[src/hdl/rmu_pkg.sv]
// package of constants, types and register map for the rotate-and-mask unit
// Summary of operation
// - extract n bits from position b, justify left or right, zero the rest
// - insert a justified n-bit source field at target position b, keep other bits
// - rotate whole word left or right by n, no masking
// - logical shift left or right by n, vacated bits zero
// - clear leftmost or rightmost n bits, keep the rest
// - clear leftmost b bits then shift left by n
// - mask defined by mask_begin and mask_end, derived from a literal mask
// - literal mask valid only as one contiguous nonzero run of ones
// - validate literal mask first; invalid mask reports error code 78
// - record form sets the condition-recording indication
package rmu_pkg;
   localparam int unsigned rmu_w = 32;
   localparam logic [7:0] rmu_err_bad_mask = 8'h4e; // code 78
   localparam logic [7:0] rmu_err_none = 8'h00;
   localparam logic [4:0] rmu_pos_last = 5'h1f;
   localparam logic [31:0] rmu_all_ones = 32'hffffffff;

   // axi4-lite register byte offsets
   localparam logic [7:0] rmu_a_ctrl = 8'h00;
   localparam logic [7:0] rmu_a_src = 8'h04;
   localparam logic [7:0] rmu_a_tgt = 8'h08;
   localparam logic [7:0] rmu_a_mask = 8'h0c;
   localparam logic [7:0] rmu_a_result = 8'h10;
   localparam logic [7:0] rmu_a_status = 8'h14;
   localparam logic [7:0] rmu_a_irq_stat = 8'h18;
   localparam logic [7:0] rmu_a_irq_mask = 8'h1c;

   // ctrl field positions
   localparam int unsigned rmu_f_op = 0;  // 4 bits
   localparam int unsigned rmu_f_n = 8;   // 5 bits
   localparam int unsigned rmu_f_b = 16;  // 5 bits
   localparam int unsigned rmu_f_rec = 24;
   localparam int unsigned rmu_f_go = 31;

   // status and irq bit positions
   localparam int unsigned rmu_s_done = 0;
   localparam int unsigned rmu_s_err = 1;
   localparam int unsigned rmu_s_rec = 2;
   localparam int unsigned rmu_s_code = 8; // 8 bits
   localparam int unsigned rmu_s_mb = 16;  // 5 bits
   localparam int unsigned rmu_s_me = 24;  // 5 bits

   typedef enum logic [3:0] {
      rmu_op_extl = 4'h0,  // extract, left justify
      rmu_op_extr = 4'h1,  // extract, right justify
      rmu_op_insl = 4'h2,  // insert from left-justified field
      rmu_op_insr = 4'h3,  // insert from right-justified field
      rmu_op_rotl = 4'h4,
      rmu_op_rotr = 4'h5,
      rmu_op_shl = 4'h6,
      rmu_op_shr = 4'h7,
      rmu_op_clrl = 4'h8,
      rmu_op_clrr = 4'h9,
      rmu_op_clrsl = 4'ha,
      rmu_op_mask = 4'hb   // rotate then and with literal_bit_mask
   } rmu_op_type;

   typedef struct packed {
      rmu_op_type op;
      logic [4:0] n;
      logic [4:0] b;
      logic record_condition_flag;
   } rmu_cmd_type;

   typedef struct packed {
      logic [31:0] result;
      logic [4:0] mask_begin;
      logic [4:0] mask_end;
      logic mask_ok;
      logic [7:0] err_code;
   } rmu_res_type;
endpackage : rmu_pkg

[src/hdl/rmu_core.sv]
// combinational rotate-with-mask datapath with literal mask conversion
module rmu_core (
   input wire rmu_pkg::rmu_cmd_type cmd,
   input wire logic [31:0] src,
   input wire logic [31:0] tgt,
   input wire logic [31:0] literal_bit_mask,
   output rmu_pkg::rmu_res_type res
);
   // rotate left in msb-first numbering equals a left shift toward bit 0
   function automatic logic [31:0] rmu_rotl(input logic [31:0] v, input logic [4:0] s);
      logic [63:0] d;
      d = {v, v} << s;
      return d[63:32];
   endfunction

   // ones from position mb through me, msb-first, wrapping when mb > me
   function automatic logic [31:0] rmu_mask(input logic [4:0] mb, input logic [4:0] me);
      logic [31:0] from_mb;
      logic [31:0] to_me;
      from_mb = rmu_pkg::rmu_all_ones >> mb;
      to_me = rmu_pkg::rmu_all_ones << (rmu_pkg::rmu_pos_last - me);
      return (mb <= me) ? (from_mb & to_me) : (from_mb | to_me);
   endfunction

   logic [4:0] sh;
   logic [4:0] mb;
   logic [4:0] me;
   logic insert;
   logic [31:0] lit;
   logic [31:0] lsb_run;
   logic lit_ok;
   logic [4:0] lit_mb;
   logic [4:0] lit_me;
   logic [31:0] rot;
   logic [31:0] msk;

   // literal mask check: one run only, nonzero; bit 0 maps to vector bit 31
   always_comb begin
      lit = literal_bit_mask;
      lsb_run = lit + (lit & (~lit + 32'h00000001)); // clears the lowest run
      lit_ok = (lit != 32'h00000000) && ((lsb_run & lit) == 32'h00000000);
      lit_mb = 5'h00;
      lit_me = 5'h00;
      for (int i = 31; i >= 0; i--) begin
         if (lit[i]) begin
            lit_me = 5'(31 - i);
         end
      end
      for (int i = 0; i < 32; i++) begin
         if (lit[i]) begin
            lit_mb = 5'(31 - i);
         end
      end
   end

   // map each operation onto rotate amount, mask_begin and mask_end
   always_comb begin
      sh = 5'h00;
      mb = 5'h00;
      me = rmu_pkg::rmu_pos_last;
      insert = 1'b0;
      case (cmd.op)
         rmu_pkg::rmu_op_extl: begin
            sh = cmd.b;
            me = 5'(cmd.n - 5'h01);
         end
         rmu_pkg::rmu_op_extr: begin
            sh = 5'(cmd.b + cmd.n);
            mb = 5'(-cmd.n);
         end
         rmu_pkg::rmu_op_insl: begin
            sh = 5'(-cmd.b);
            mb = cmd.b;
            me = 5'(cmd.b + cmd.n - 5'h01);
            insert = 1'b1;
         end
         rmu_pkg::rmu_op_insr: begin
            sh = 5'(-(cmd.b + cmd.n));
            mb = cmd.b;
            me = 5'(cmd.b + cmd.n - 5'h01);
            insert = 1'b1;
         end
         rmu_pkg::rmu_op_rotl: sh = cmd.n;
         rmu_pkg::rmu_op_rotr: sh = 5'(-cmd.n);
         rmu_pkg::rmu_op_shl: begin
            sh = cmd.n;
            me = rmu_pkg::rmu_pos_last - cmd.n;
         end
         rmu_pkg::rmu_op_shr: begin
            sh = 5'(-cmd.n);
            mb = cmd.n;
         end
         rmu_pkg::rmu_op_clrl: mb = cmd.n;
         rmu_pkg::rmu_op_clrr: me = rmu_pkg::rmu_pos_last - cmd.n;
         rmu_pkg::rmu_op_clrsl: begin
            sh = cmd.n;
            mb = 5'(cmd.b - cmd.n);
            me = rmu_pkg::rmu_pos_last - cmd.n;
         end
         rmu_pkg::rmu_op_mask: begin
            sh = cmd.b;
            mb = lit_mb;
            me = lit_me;
         end
         default: ;
      endcase
   end

   // rotate, mask, and merge target for insert; n=0 wraps like 32-n read as 0
   always_comb begin
      rot = rmu_rotl(src, sh);
      msk = rmu_mask(mb, me);
      res.mask_begin = mb;
      res.mask_end = me;
      res.mask_ok = 1'b1;
      res.err_code = rmu_pkg::rmu_err_none;
      if (cmd.op == rmu_pkg::rmu_op_mask && !lit_ok) begin
         res.mask_ok = 1'b0;
         res.err_code = rmu_pkg::rmu_err_bad_mask;
         res.mask_begin = 5'h00;
         res.mask_end = 5'h00;
      end
      if (cmd.op == rmu_pkg::rmu_op_rotl || cmd.op == rmu_pkg::rmu_op_rotr) begin
         res.result = rot;
      end else if (insert) begin
         res.result = (rot & msk) | (tgt & ~msk);
      end else begin
         res.result = rot & msk;
      end
   end
endmodule // rmu_core

[src/hdl/rmu_top.sv]
// axi4-lite wrapper holding operands, result, status and interrupts
module rmu_top (
   input wire logic clk,
   input wire logic rstn,
   input wire logic [7:0] s_axi_awaddr,
   input wire logic s_axi_awvalid,
   output logic s_axi_awready,
   input wire logic [31:0] s_axi_wdata,
   input wire logic [3:0] s_axi_wstrb,
   input wire logic s_axi_wvalid,
   output logic s_axi_wready,
   output logic [1:0] s_axi_bresp,
   output logic s_axi_bvalid,
   input wire logic s_axi_bready,
   input wire logic [7:0] s_axi_araddr,
   input wire logic s_axi_arvalid,
   output logic s_axi_arready,
   output logic [31:0] s_axi_rdata,
   output logic [1:0] s_axi_rresp,
   output logic s_axi_rvalid,
   input wire logic s_axi_rready,
   output logic irq
);
   typedef struct packed {
      logic aw_full;
      logic [7:0] aw_addr;
      logic w_full;
      logic [31:0] w_data;
      logic [3:0] w_strb;
      logic bvalid;
      logic [1:0] bresp;
      logic rvalid;
      logic [31:0] rdata;
      logic [1:0] rresp;
      rmu_pkg::rmu_cmd_type cmd;
      logic [31:0] src;
      logic [31:0] tgt;
      logic [31:0] lit;
      logic [31:0] result;
      logic [7:0] code;
      logic [4:0] mb;
      logic [4:0] me;
      logic rec;
      logic [2:0] ist;
      logic [2:0] imask;
      logic launch;
   } rmu_state_type;

   rmu_state_type s_q;
   rmu_state_type s_d;
   rmu_pkg::rmu_res_type res;
   logic do_wr;
   logic do_rd;
   logic go;
   logic [31:0] wm;

   rmu_core u_core (
      .cmd(s_q.cmd),
      .src(s_q.src),
      .tgt(s_q.tgt),
      .literal_bit_mask(s_q.lit),
      .res(res)
   );

   // merge byte lanes of a write into an old word
   function automatic logic [31:0] rmu_merge(input logic [31:0] o, input logic [31:0] n, input logic [3:0] st);
      logic [31:0] r;
      r = o;
      for (int i = 0; i < 4; i++) begin
         if (st[i]) r[i*8 +: 8] = n[i*8 +: 8];
      end
      return r;
   endfunction

   assign s_axi_awready = !s_q.aw_full && !s_q.bvalid;
   assign s_axi_wready = !s_q.w_full && !s_q.bvalid;
   assign s_axi_arready = !s_q.rvalid;
   assign s_axi_bvalid = s_q.bvalid;
   assign s_axi_bresp = s_q.bresp;
   assign s_axi_rvalid = s_q.rvalid;
   assign s_axi_rdata = s_q.rdata;
   assign s_axi_rresp = s_q.rresp;
   assign irq = |(s_q.ist & s_q.imask);

   // bus slave, operand registers and one-cycle execution
   always_comb begin
      s_d = s_q;
      go = 1'b0;
      wm = 32'h00000000;
      if (s_axi_awvalid && s_axi_awready) begin
         s_d.aw_full = 1'b1;
         s_d.aw_addr = s_axi_awaddr;
      end
      if (s_axi_wvalid && s_axi_wready) begin
         s_d.w_full = 1'b1;
         s_d.w_data = s_axi_wdata;
         s_d.w_strb = s_axi_wstrb;
      end
      do_wr = s_q.aw_full && s_q.w_full;
      if (do_wr) begin
         s_d.aw_full = 1'b0;
         s_d.w_full = 1'b0;
         s_d.bvalid = 1'b1;
         s_d.bresp = 2'b00;
         case (s_q.aw_addr)
            rmu_pkg::rmu_a_ctrl: begin
               wm = rmu_merge({1'b0, 6'h00, s_q.cmd.record_condition_flag, 3'h0, s_q.cmd.b,
                  3'h0, s_q.cmd.n, 4'h0, s_q.cmd.op}, s_q.w_data, s_q.w_strb);
               s_d.cmd.op = rmu_pkg::rmu_op_type'(wm[rmu_pkg::rmu_f_op +: 4]);
               s_d.cmd.n = wm[rmu_pkg::rmu_f_n +: 5];
               s_d.cmd.b = wm[rmu_pkg::rmu_f_b +: 5];
               s_d.cmd.record_condition_flag = wm[rmu_pkg::rmu_f_rec];
               go = wm[rmu_pkg::rmu_f_go];
            end
            rmu_pkg::rmu_a_src: s_d.src = rmu_merge(s_q.src, s_q.w_data, s_q.w_strb);
            rmu_pkg::rmu_a_tgt: s_d.tgt = rmu_merge(s_q.tgt, s_q.w_data, s_q.w_strb);
            rmu_pkg::rmu_a_mask: s_d.lit = rmu_merge(s_q.lit, s_q.w_data, s_q.w_strb);
            rmu_pkg::rmu_a_irq_stat: s_d.ist = s_q.ist & ~s_q.w_data[2:0];
            rmu_pkg::rmu_a_irq_mask: s_d.imask = s_q.w_data[2:0];
            rmu_pkg::rmu_a_result, rmu_pkg::rmu_a_status: ;
            default: s_d.bresp = 2'b10;
         endcase
      end
      if (s_q.bvalid && s_axi_bready) s_d.bvalid = 1'b0;
      do_rd = s_axi_arvalid && s_axi_arready;
      if (do_rd) begin
         s_d.rvalid = 1'b1;
         s_d.rresp = 2'b00;
         case (s_axi_araddr)
            rmu_pkg::rmu_a_ctrl: s_d.rdata = {7'h00, s_q.cmd.record_condition_flag, 3'h0, s_q.cmd.b,
               3'h0, s_q.cmd.n, 4'h0, s_q.cmd.op};
            rmu_pkg::rmu_a_src: s_d.rdata = s_q.src;
            rmu_pkg::rmu_a_tgt: s_d.rdata = s_q.tgt;
            rmu_pkg::rmu_a_mask: s_d.rdata = s_q.lit;
            rmu_pkg::rmu_a_result: s_d.rdata = s_q.result;
            rmu_pkg::rmu_a_status: s_d.rdata = {3'h0, s_q.me, 3'h0, s_q.mb, s_q.code, 5'h00, s_q.rec,
               s_q.ist[rmu_pkg::rmu_s_err], s_q.ist[rmu_pkg::rmu_s_done]};
            rmu_pkg::rmu_a_irq_stat: s_d.rdata = {29'h0, s_q.ist};
            rmu_pkg::rmu_a_irq_mask: s_d.rdata = {29'h0, s_q.imask};
            default: begin
               s_d.rdata = 32'h00000000;
               s_d.rresp = 2'b10;
            end
         endcase
      end
      if (s_q.rvalid && s_axi_rready) s_d.rvalid = 1'b0;
      // go launches one cycle late so the core reads the updated command
      s_d.launch = go;
      // capture after the clear above, so a hardware set wins over w1c
      if (s_q.launch) begin
         if (res.mask_ok) begin
            s_d.result = res.result;
         end
         s_d.code = res.err_code;
         s_d.mb = res.mask_begin;
         s_d.me = res.mask_end;
         s_d.rec = s_q.cmd.record_condition_flag;
         s_d.ist = s_d.ist | {s_q.cmd.record_condition_flag, !res.mask_ok, 1'b1};
      end
   end

   // state register
   always_ff @(posedge clk or negedge rstn) begin
      if (!rstn) begin
         s_q <= '0;
      end else begin
         s_q <= s_d;
      end
   end
endmodule // rmu_top

[config.mk]
export PLATFORM = sky130hd
export DESIGN_NAME = rmu_top
export DESIGN_NICKNAME = d
export VERILOG_FILES = /design/src/hdl/rmu_pkg.sv /design/src/hdl/rmu_core.sv /design/src/hdl/rmu_top.sv
export SDC_FILE = /design/constraint.sdc
export NUM_CORES = 1
export LEC_CHECK = 0
export BUFFER_PORTS_ARGS = -buffer_cell sky130_fd_sc_hd__buf_2
export CORE_MARGIN = 8
export CORE_UTILIZATION = 55
export CTS_CLUSTER_SIZE = 10
export DETAILED_ROUTE_END_ITERATION = 7
export PLACE_DENSITY = 0.73
export SLEW_MARGIN = 20
export SYNTH_ARGS = -nofsm -noshare
export SYNTH_HDL_FRONTEND = slang
export SYNTH_HIERARCHICAL = 1
export SYNTH_SLANG_ARGS = --single-unit
[constraint.sdc]
create_clock -name clk -period 16.88 [get_ports clk]
set_input_delay 0 -clock clk [delete_from_list [all_inputs] [get_ports clk]]
set_output_delay 0 -clock clk [all_outputs]
set_load 0.05 [all_outputs]
==> Yosys cells after proc, flatten, opt, wreduce, memory -nomap -nowiden <==
Index checks and enable logic that the tools add are counted.
{ "totals": {"input_bits": 59, "register_bits": 253, "word_cells": 229} }
{ "op_classes": {"shift": 3, "order_cmp": 1, "n_reduce_logical": 53, "n_addsub": 11, "bitwise": 13, "eq_ne": 25, "n_mux": 89} }
{ "ops": {"columns": ["cell", "count"], "rows": [
  ["32-bit one-hot mux with 8 select lines", 1],
  ["5-bit two-way mux", 48],
  ["32-bit AND", 5],
  ["32-bit two-way mux", 3],
  ["8-bit by 5-bit == test with 1-bit output (second input constant)", 8],
  ["32-bit NOT", 2],
  ["32-bit bitwise OR", 2],
  ["64-bit by 5-bit << shifter with 64-bit output", 1],
  ["3-bit AND reduction", 16],
  ["37-bit two-way mux", 1],
  ["35-bit two-way mux", 1],
  ["32-bit by 1-bit adder with 32-bit output (second input constant)", 1],
  ["32-bit adder", 1],
  ["8-bit by 4-bit == test with 1-bit output (second input constant)", 4],
  ["32-bit zero test", 1],
  ["4-bit two-way mux", 8],
  ["32-bit nonzero test", 1],
  ["32-bit by 5-bit << shifter with 32-bit output (first input constant)", 1],
  ["32-bit by 5-bit right shift with 32-bit output (first input constant)", 1],
  ["5-bit one-hot mux with 6 select lines", 1],
  ["5-bit one-hot mux with 5 select lines", 1],
  ["3-bit two-way mux", 8],
  ["5-bit one-hot mux with 4 select lines", 1],
  ["19-bit two-way mux", 1],
  ["other kinds (29)", 77]
]} }

==> Longest topological paths before layout <==
{ "logic_depth": {"ltp_word": 41, "depth_mapped": 24} }

==> By module <==
The synthesis kept the hierarchy.
{ "by_module_without_submodules": {"columns": ["module", "n_inst", "area_per_inst_um2", "cells_per_inst"], "rows": [
  ["rmu_top", 1, 11090.6, 798],
  ["rmu_core", 1, 6382.4, 937]
]} }

==> Worst setup path before layout <==
Ideal clock, no wire load.
{ "synth_path": {"path_type": "reg2reg", "start": "reg s_q[166] in the netlist's numbering", "end": "reg s_q[56] in the netlist's numbering", "setup_slack_ns": 11.485, "period_less_slack_ns": 5.395, "setup_ns": 0.125, "path_stages_with_launch": 23, "n_path_buf": 4, "t_arrival_ns": 5.270, "cell_sequence": "dfrtp_1 clkbuf_1 nor3b_2 clkbuf_1 clkbuf_1 mux2i_1 ha_1 a22oi_1 o22a_1 o21bai_1 inv_1 ha_1 nor2b_1 o21a_1 o21a_1 o21a_1 o22ai_1 o21ai_0 clkbuf_1 a21oi_1 o22ai_1 mux2i_1 mux2_2"} }
{ "synth_lines": {"columns": ["element", "line", "text"], "rows": [
  ["from (decl)", "rmu_top.sv:49", "rmu_state_type s_q;"],
  ["from (signal assigned)", "rmu_top.sv:165", "s_q <= '0;"],
  ["from (signal assigned)", "rmu_top.sv:167", "s_q <= s_d;"]
]} }

==> metrics <==
outcome complete, no violations; Seq/Total Area, Yosys 0.359; TritonCTS Buffers 29; layout cells sized above 1 0.274; core area 31,400 um2; Slew Limit Fails 0; Fillers 2,524; Reg-to-Reg Start s_q[162]$_DFFE_PN0P_; count of flip-flops with a built-in enable after synthesis 0; hpwl dp 45,100 um; vias in the first global route 14,300; syn_area_per_cell 10.1 um2; RD Place Congestion 0.970; r2r setup slk 10.68 ns; Worst setup SP type flip-flop; Worst EP arrival 6.64 ns; Worst Hold Class input port to flip-flop; DR WL/cell 28.4 um; wire length of the first global-routing pass 92,900 um; Site Rows 65; Hold Startpoint s_axi_awvalid; Die Span X 194 um; Clk pin slew, worst setup/hold paths 0.06 ns; max-cap violations 0; deepest clock path buffer count 3; largest net degree at the start of global routing 107; flops & latches, synth 251; fin area 19,200 um2; Initial Util 0.557; overall routing resource usage 0.318; asr flop ratio synth 1.00; P per Cell Area 125 nW/um2; final count of hold timing violations 0; Place WS 10.93 ns; clk_lat worst skew 0.58 ns; Leakage 8.68 nW; hold_buf cts 52; post-route setup slack 10.68 ns; Syn Std Cell Area 17,500 um2; Max-slew headroom 0.304; H-tree Lvls 1; post_cts resized 0; hold path depth 3; Fmax 161 MHz; die area 37,700 um2; via count 14,900; Synth Flop Type dfrtp_1; fin nets 1,858; PortBufs 98; most frequent cells in the layout 273 x mux2_2, 251 x dfrtp_1, 166 x mux2i_1; Post-CTS Setup Bufs 0; reg2reg end s_q[27]$_DFFE_PN0P_; commonest non-fill, non-tap cell in the layout mux2_2; Area Overhead vs Synth 9.89%; WP data required 17.32 ns; Register-to-Register Path Depth 18; CP Capture Type flip-flop; chip height 194 um; Ys Warns 6; CTS root buffer clkbuf_16; worst ir drop on vdd 0.126 mV; crit path kind flip-flop to flip-flop; Tcrit/Tclk final 0.367; IO Pins 101; unrepaired setup endpoints after global routing false; Post-DP Area 17,900 um2; Post-Syn Instances 1,735; CTS tree yes; Finish-stage setup viols 0; Clock Skew 0.0319 ns; Avg Vias per Cell 6.82; drt initial violations 1,922; antenna violations before repair 1; Slew @ Worst Pin 1.04 ns; CP max FO 24; Initial DRT Pass Iterations 7; post-route ant nets 0; DRC violations left 0; fin crit period 6.20 ns; global route total overflow 0; library cells used by synthesis 94; CTS Sinks 251; Total Neg Setup Slack 0 ns; Min-Delay Endpoint s_q[252]$_DFFE_PN0P_; Detailed Route WL 62,000 um
[sequential cells by signal, summed over array words and instances (netlist names)]
name	cells
s_axi_bvalid	1
s_axi_rresp	1
s_q	215
s_axi_rvalid	1
s_axi_rdata	32
s_axi_bresp	1
[metrics by stage]
step	utilization	total power [W]	cells	hold WS (ns)
3_5_place_dp	0.569	0.00179	2099	0.114
4_1_cts	0.611	0.00237	2185	0.00372
6_report	0.612	0.00240	2186	0.0163
3_3_place_gp	0.569	0.00178	2099	0.102
5_1_grt	0.612	0.00249	2186	0.0563
2_1_floorplan	-	0.00147	1739	-0.296
[worst max-delay path by stage]
stage | startpoint | to | slack [ns] | cells past startpoint
floorplan | s_q[166]$_DFFE_PN0P_ | s_q[56]$_DFFE_PN0P_ | 11.48 | 22
global placement | s_q[162]$_DFFE_PN0P_ | s_q[27]$_DFFE_PN0P_ | 11.01 | 18
detailed placement | s_q[162]$_DFFE_PN0P_ | s_q[27]$_DFFE_PN0P_ | 10.93 | 18
CTS | s_q[162]$_DFFE_PN0P_ | s_q[27]$_DFFE_PN0P_ | 10.92 | 18
global route | s_q[162]$_DFFE_PN0P_ | s_q[27]$_DFFE_PN0P_ | 10.57 | 18
finish | s_q[162]$_DFFE_PN0P_ | s_q[27]$_DFFE_PN0P_ | 10.68 | 18
[cell usage after synthesis (12+ instances only)]
cell type  instances  area share
mux2_2           273        0.18
dfrtp_1          251        0.36
mux2i_1          166       0.095
nand2_1          116       0.025
a21oi_1           96       0.027
o21ai_0           84       0.024
clkbuf_1          67       0.014
nor2_1            56       0.012
buf_4             46       0.020
inv_1             38      0.0082
buf_2             37       0.011
nand3_1           35       0.010
nor3_1            32      0.0092
nor2b_1           30       0.011
o22ai_1           22      0.0079
a22o_1            21       0.011
ha_1              17       0.012
nand2b_1          16      0.0057
xnor2_1           16      0.0080
buf_1             13      0.0028
maj3_1            13      0.0074
nor4_1            13      0.0047
o31ai_1           13      0.0056
a22oi_1           12      0.0052
a31oi_1           12      0.0043
[per-layer routing]
| metal | wire [um] | vias to the layer above | global-route usage |
|---|---|---|---|
| met5 | 0 | - | 0 |
| met4 | 2610 | 0 | 0.119 |
| met3 | 5280 | 131 | 0.0493 |
| met2 | 28200 | 851 | 0.502 |
| met1 | 25900 | 7465 | 0.437 |
| li1 | - | 6468 | - |
[cell families after synthesis]
family | count (synthesis) | synth area share
adder cells (fa/ha/maj) | 32 | 0.0219
XOR/XNOR | 20 | 0.0108
buffers and inverters | 208 | 0.0589
flip-flops | 251 | 0.359
AO/OA/AOI/OAI | 387 | 0.147
other | 2 | 0.000430
AND/OR/NAND/NOR | 386 | 0.119
multiplexers | 449 | 0.283
[where the power goes]
group	total (W)	leakage [nW]	internal, W	switching [W]
logic	0.000989	4.89	0.000380	0.000608
registers	0.000842	3.39	0.000688	0.000154
clock network	0.000570	0.397	0.000327	0.000243
[critical path, stage by stage (launching register included)]
cell and delay (ns):
dfrtp_1 0.66, inv_1 0.18, ha_1 0.43, nor3b_1 0.45, nor3_1 0.13, xnor3_1 0.34
mux2i_1 0.16, a21o_1 0.65, clkinv_1 0.44, ha_1 0.41, o21a_1 0.11, o21a_1 0.18
o22ai_1 0.69, o21ai_0 0.20, buf_4 0.24, o21ai_0 0.08, o21ai_0 0.24, mux2i_1 0.19
mux2_2 0.29
[cell type report]
class,instances,area (um2),area share
diodes,1,2.50,0.000130
clock buffers,32,757,0.0394
clock inverters,2,50.0,0.00261
inverters,41,154,0.00802
multi-input cells,1280,10200,0.533
flip-flops and latches,251,6280,0.327
well taps,402,503,0.0262
repair buffers,177,1230,0.0639
(Power assumes the default switching activity.)
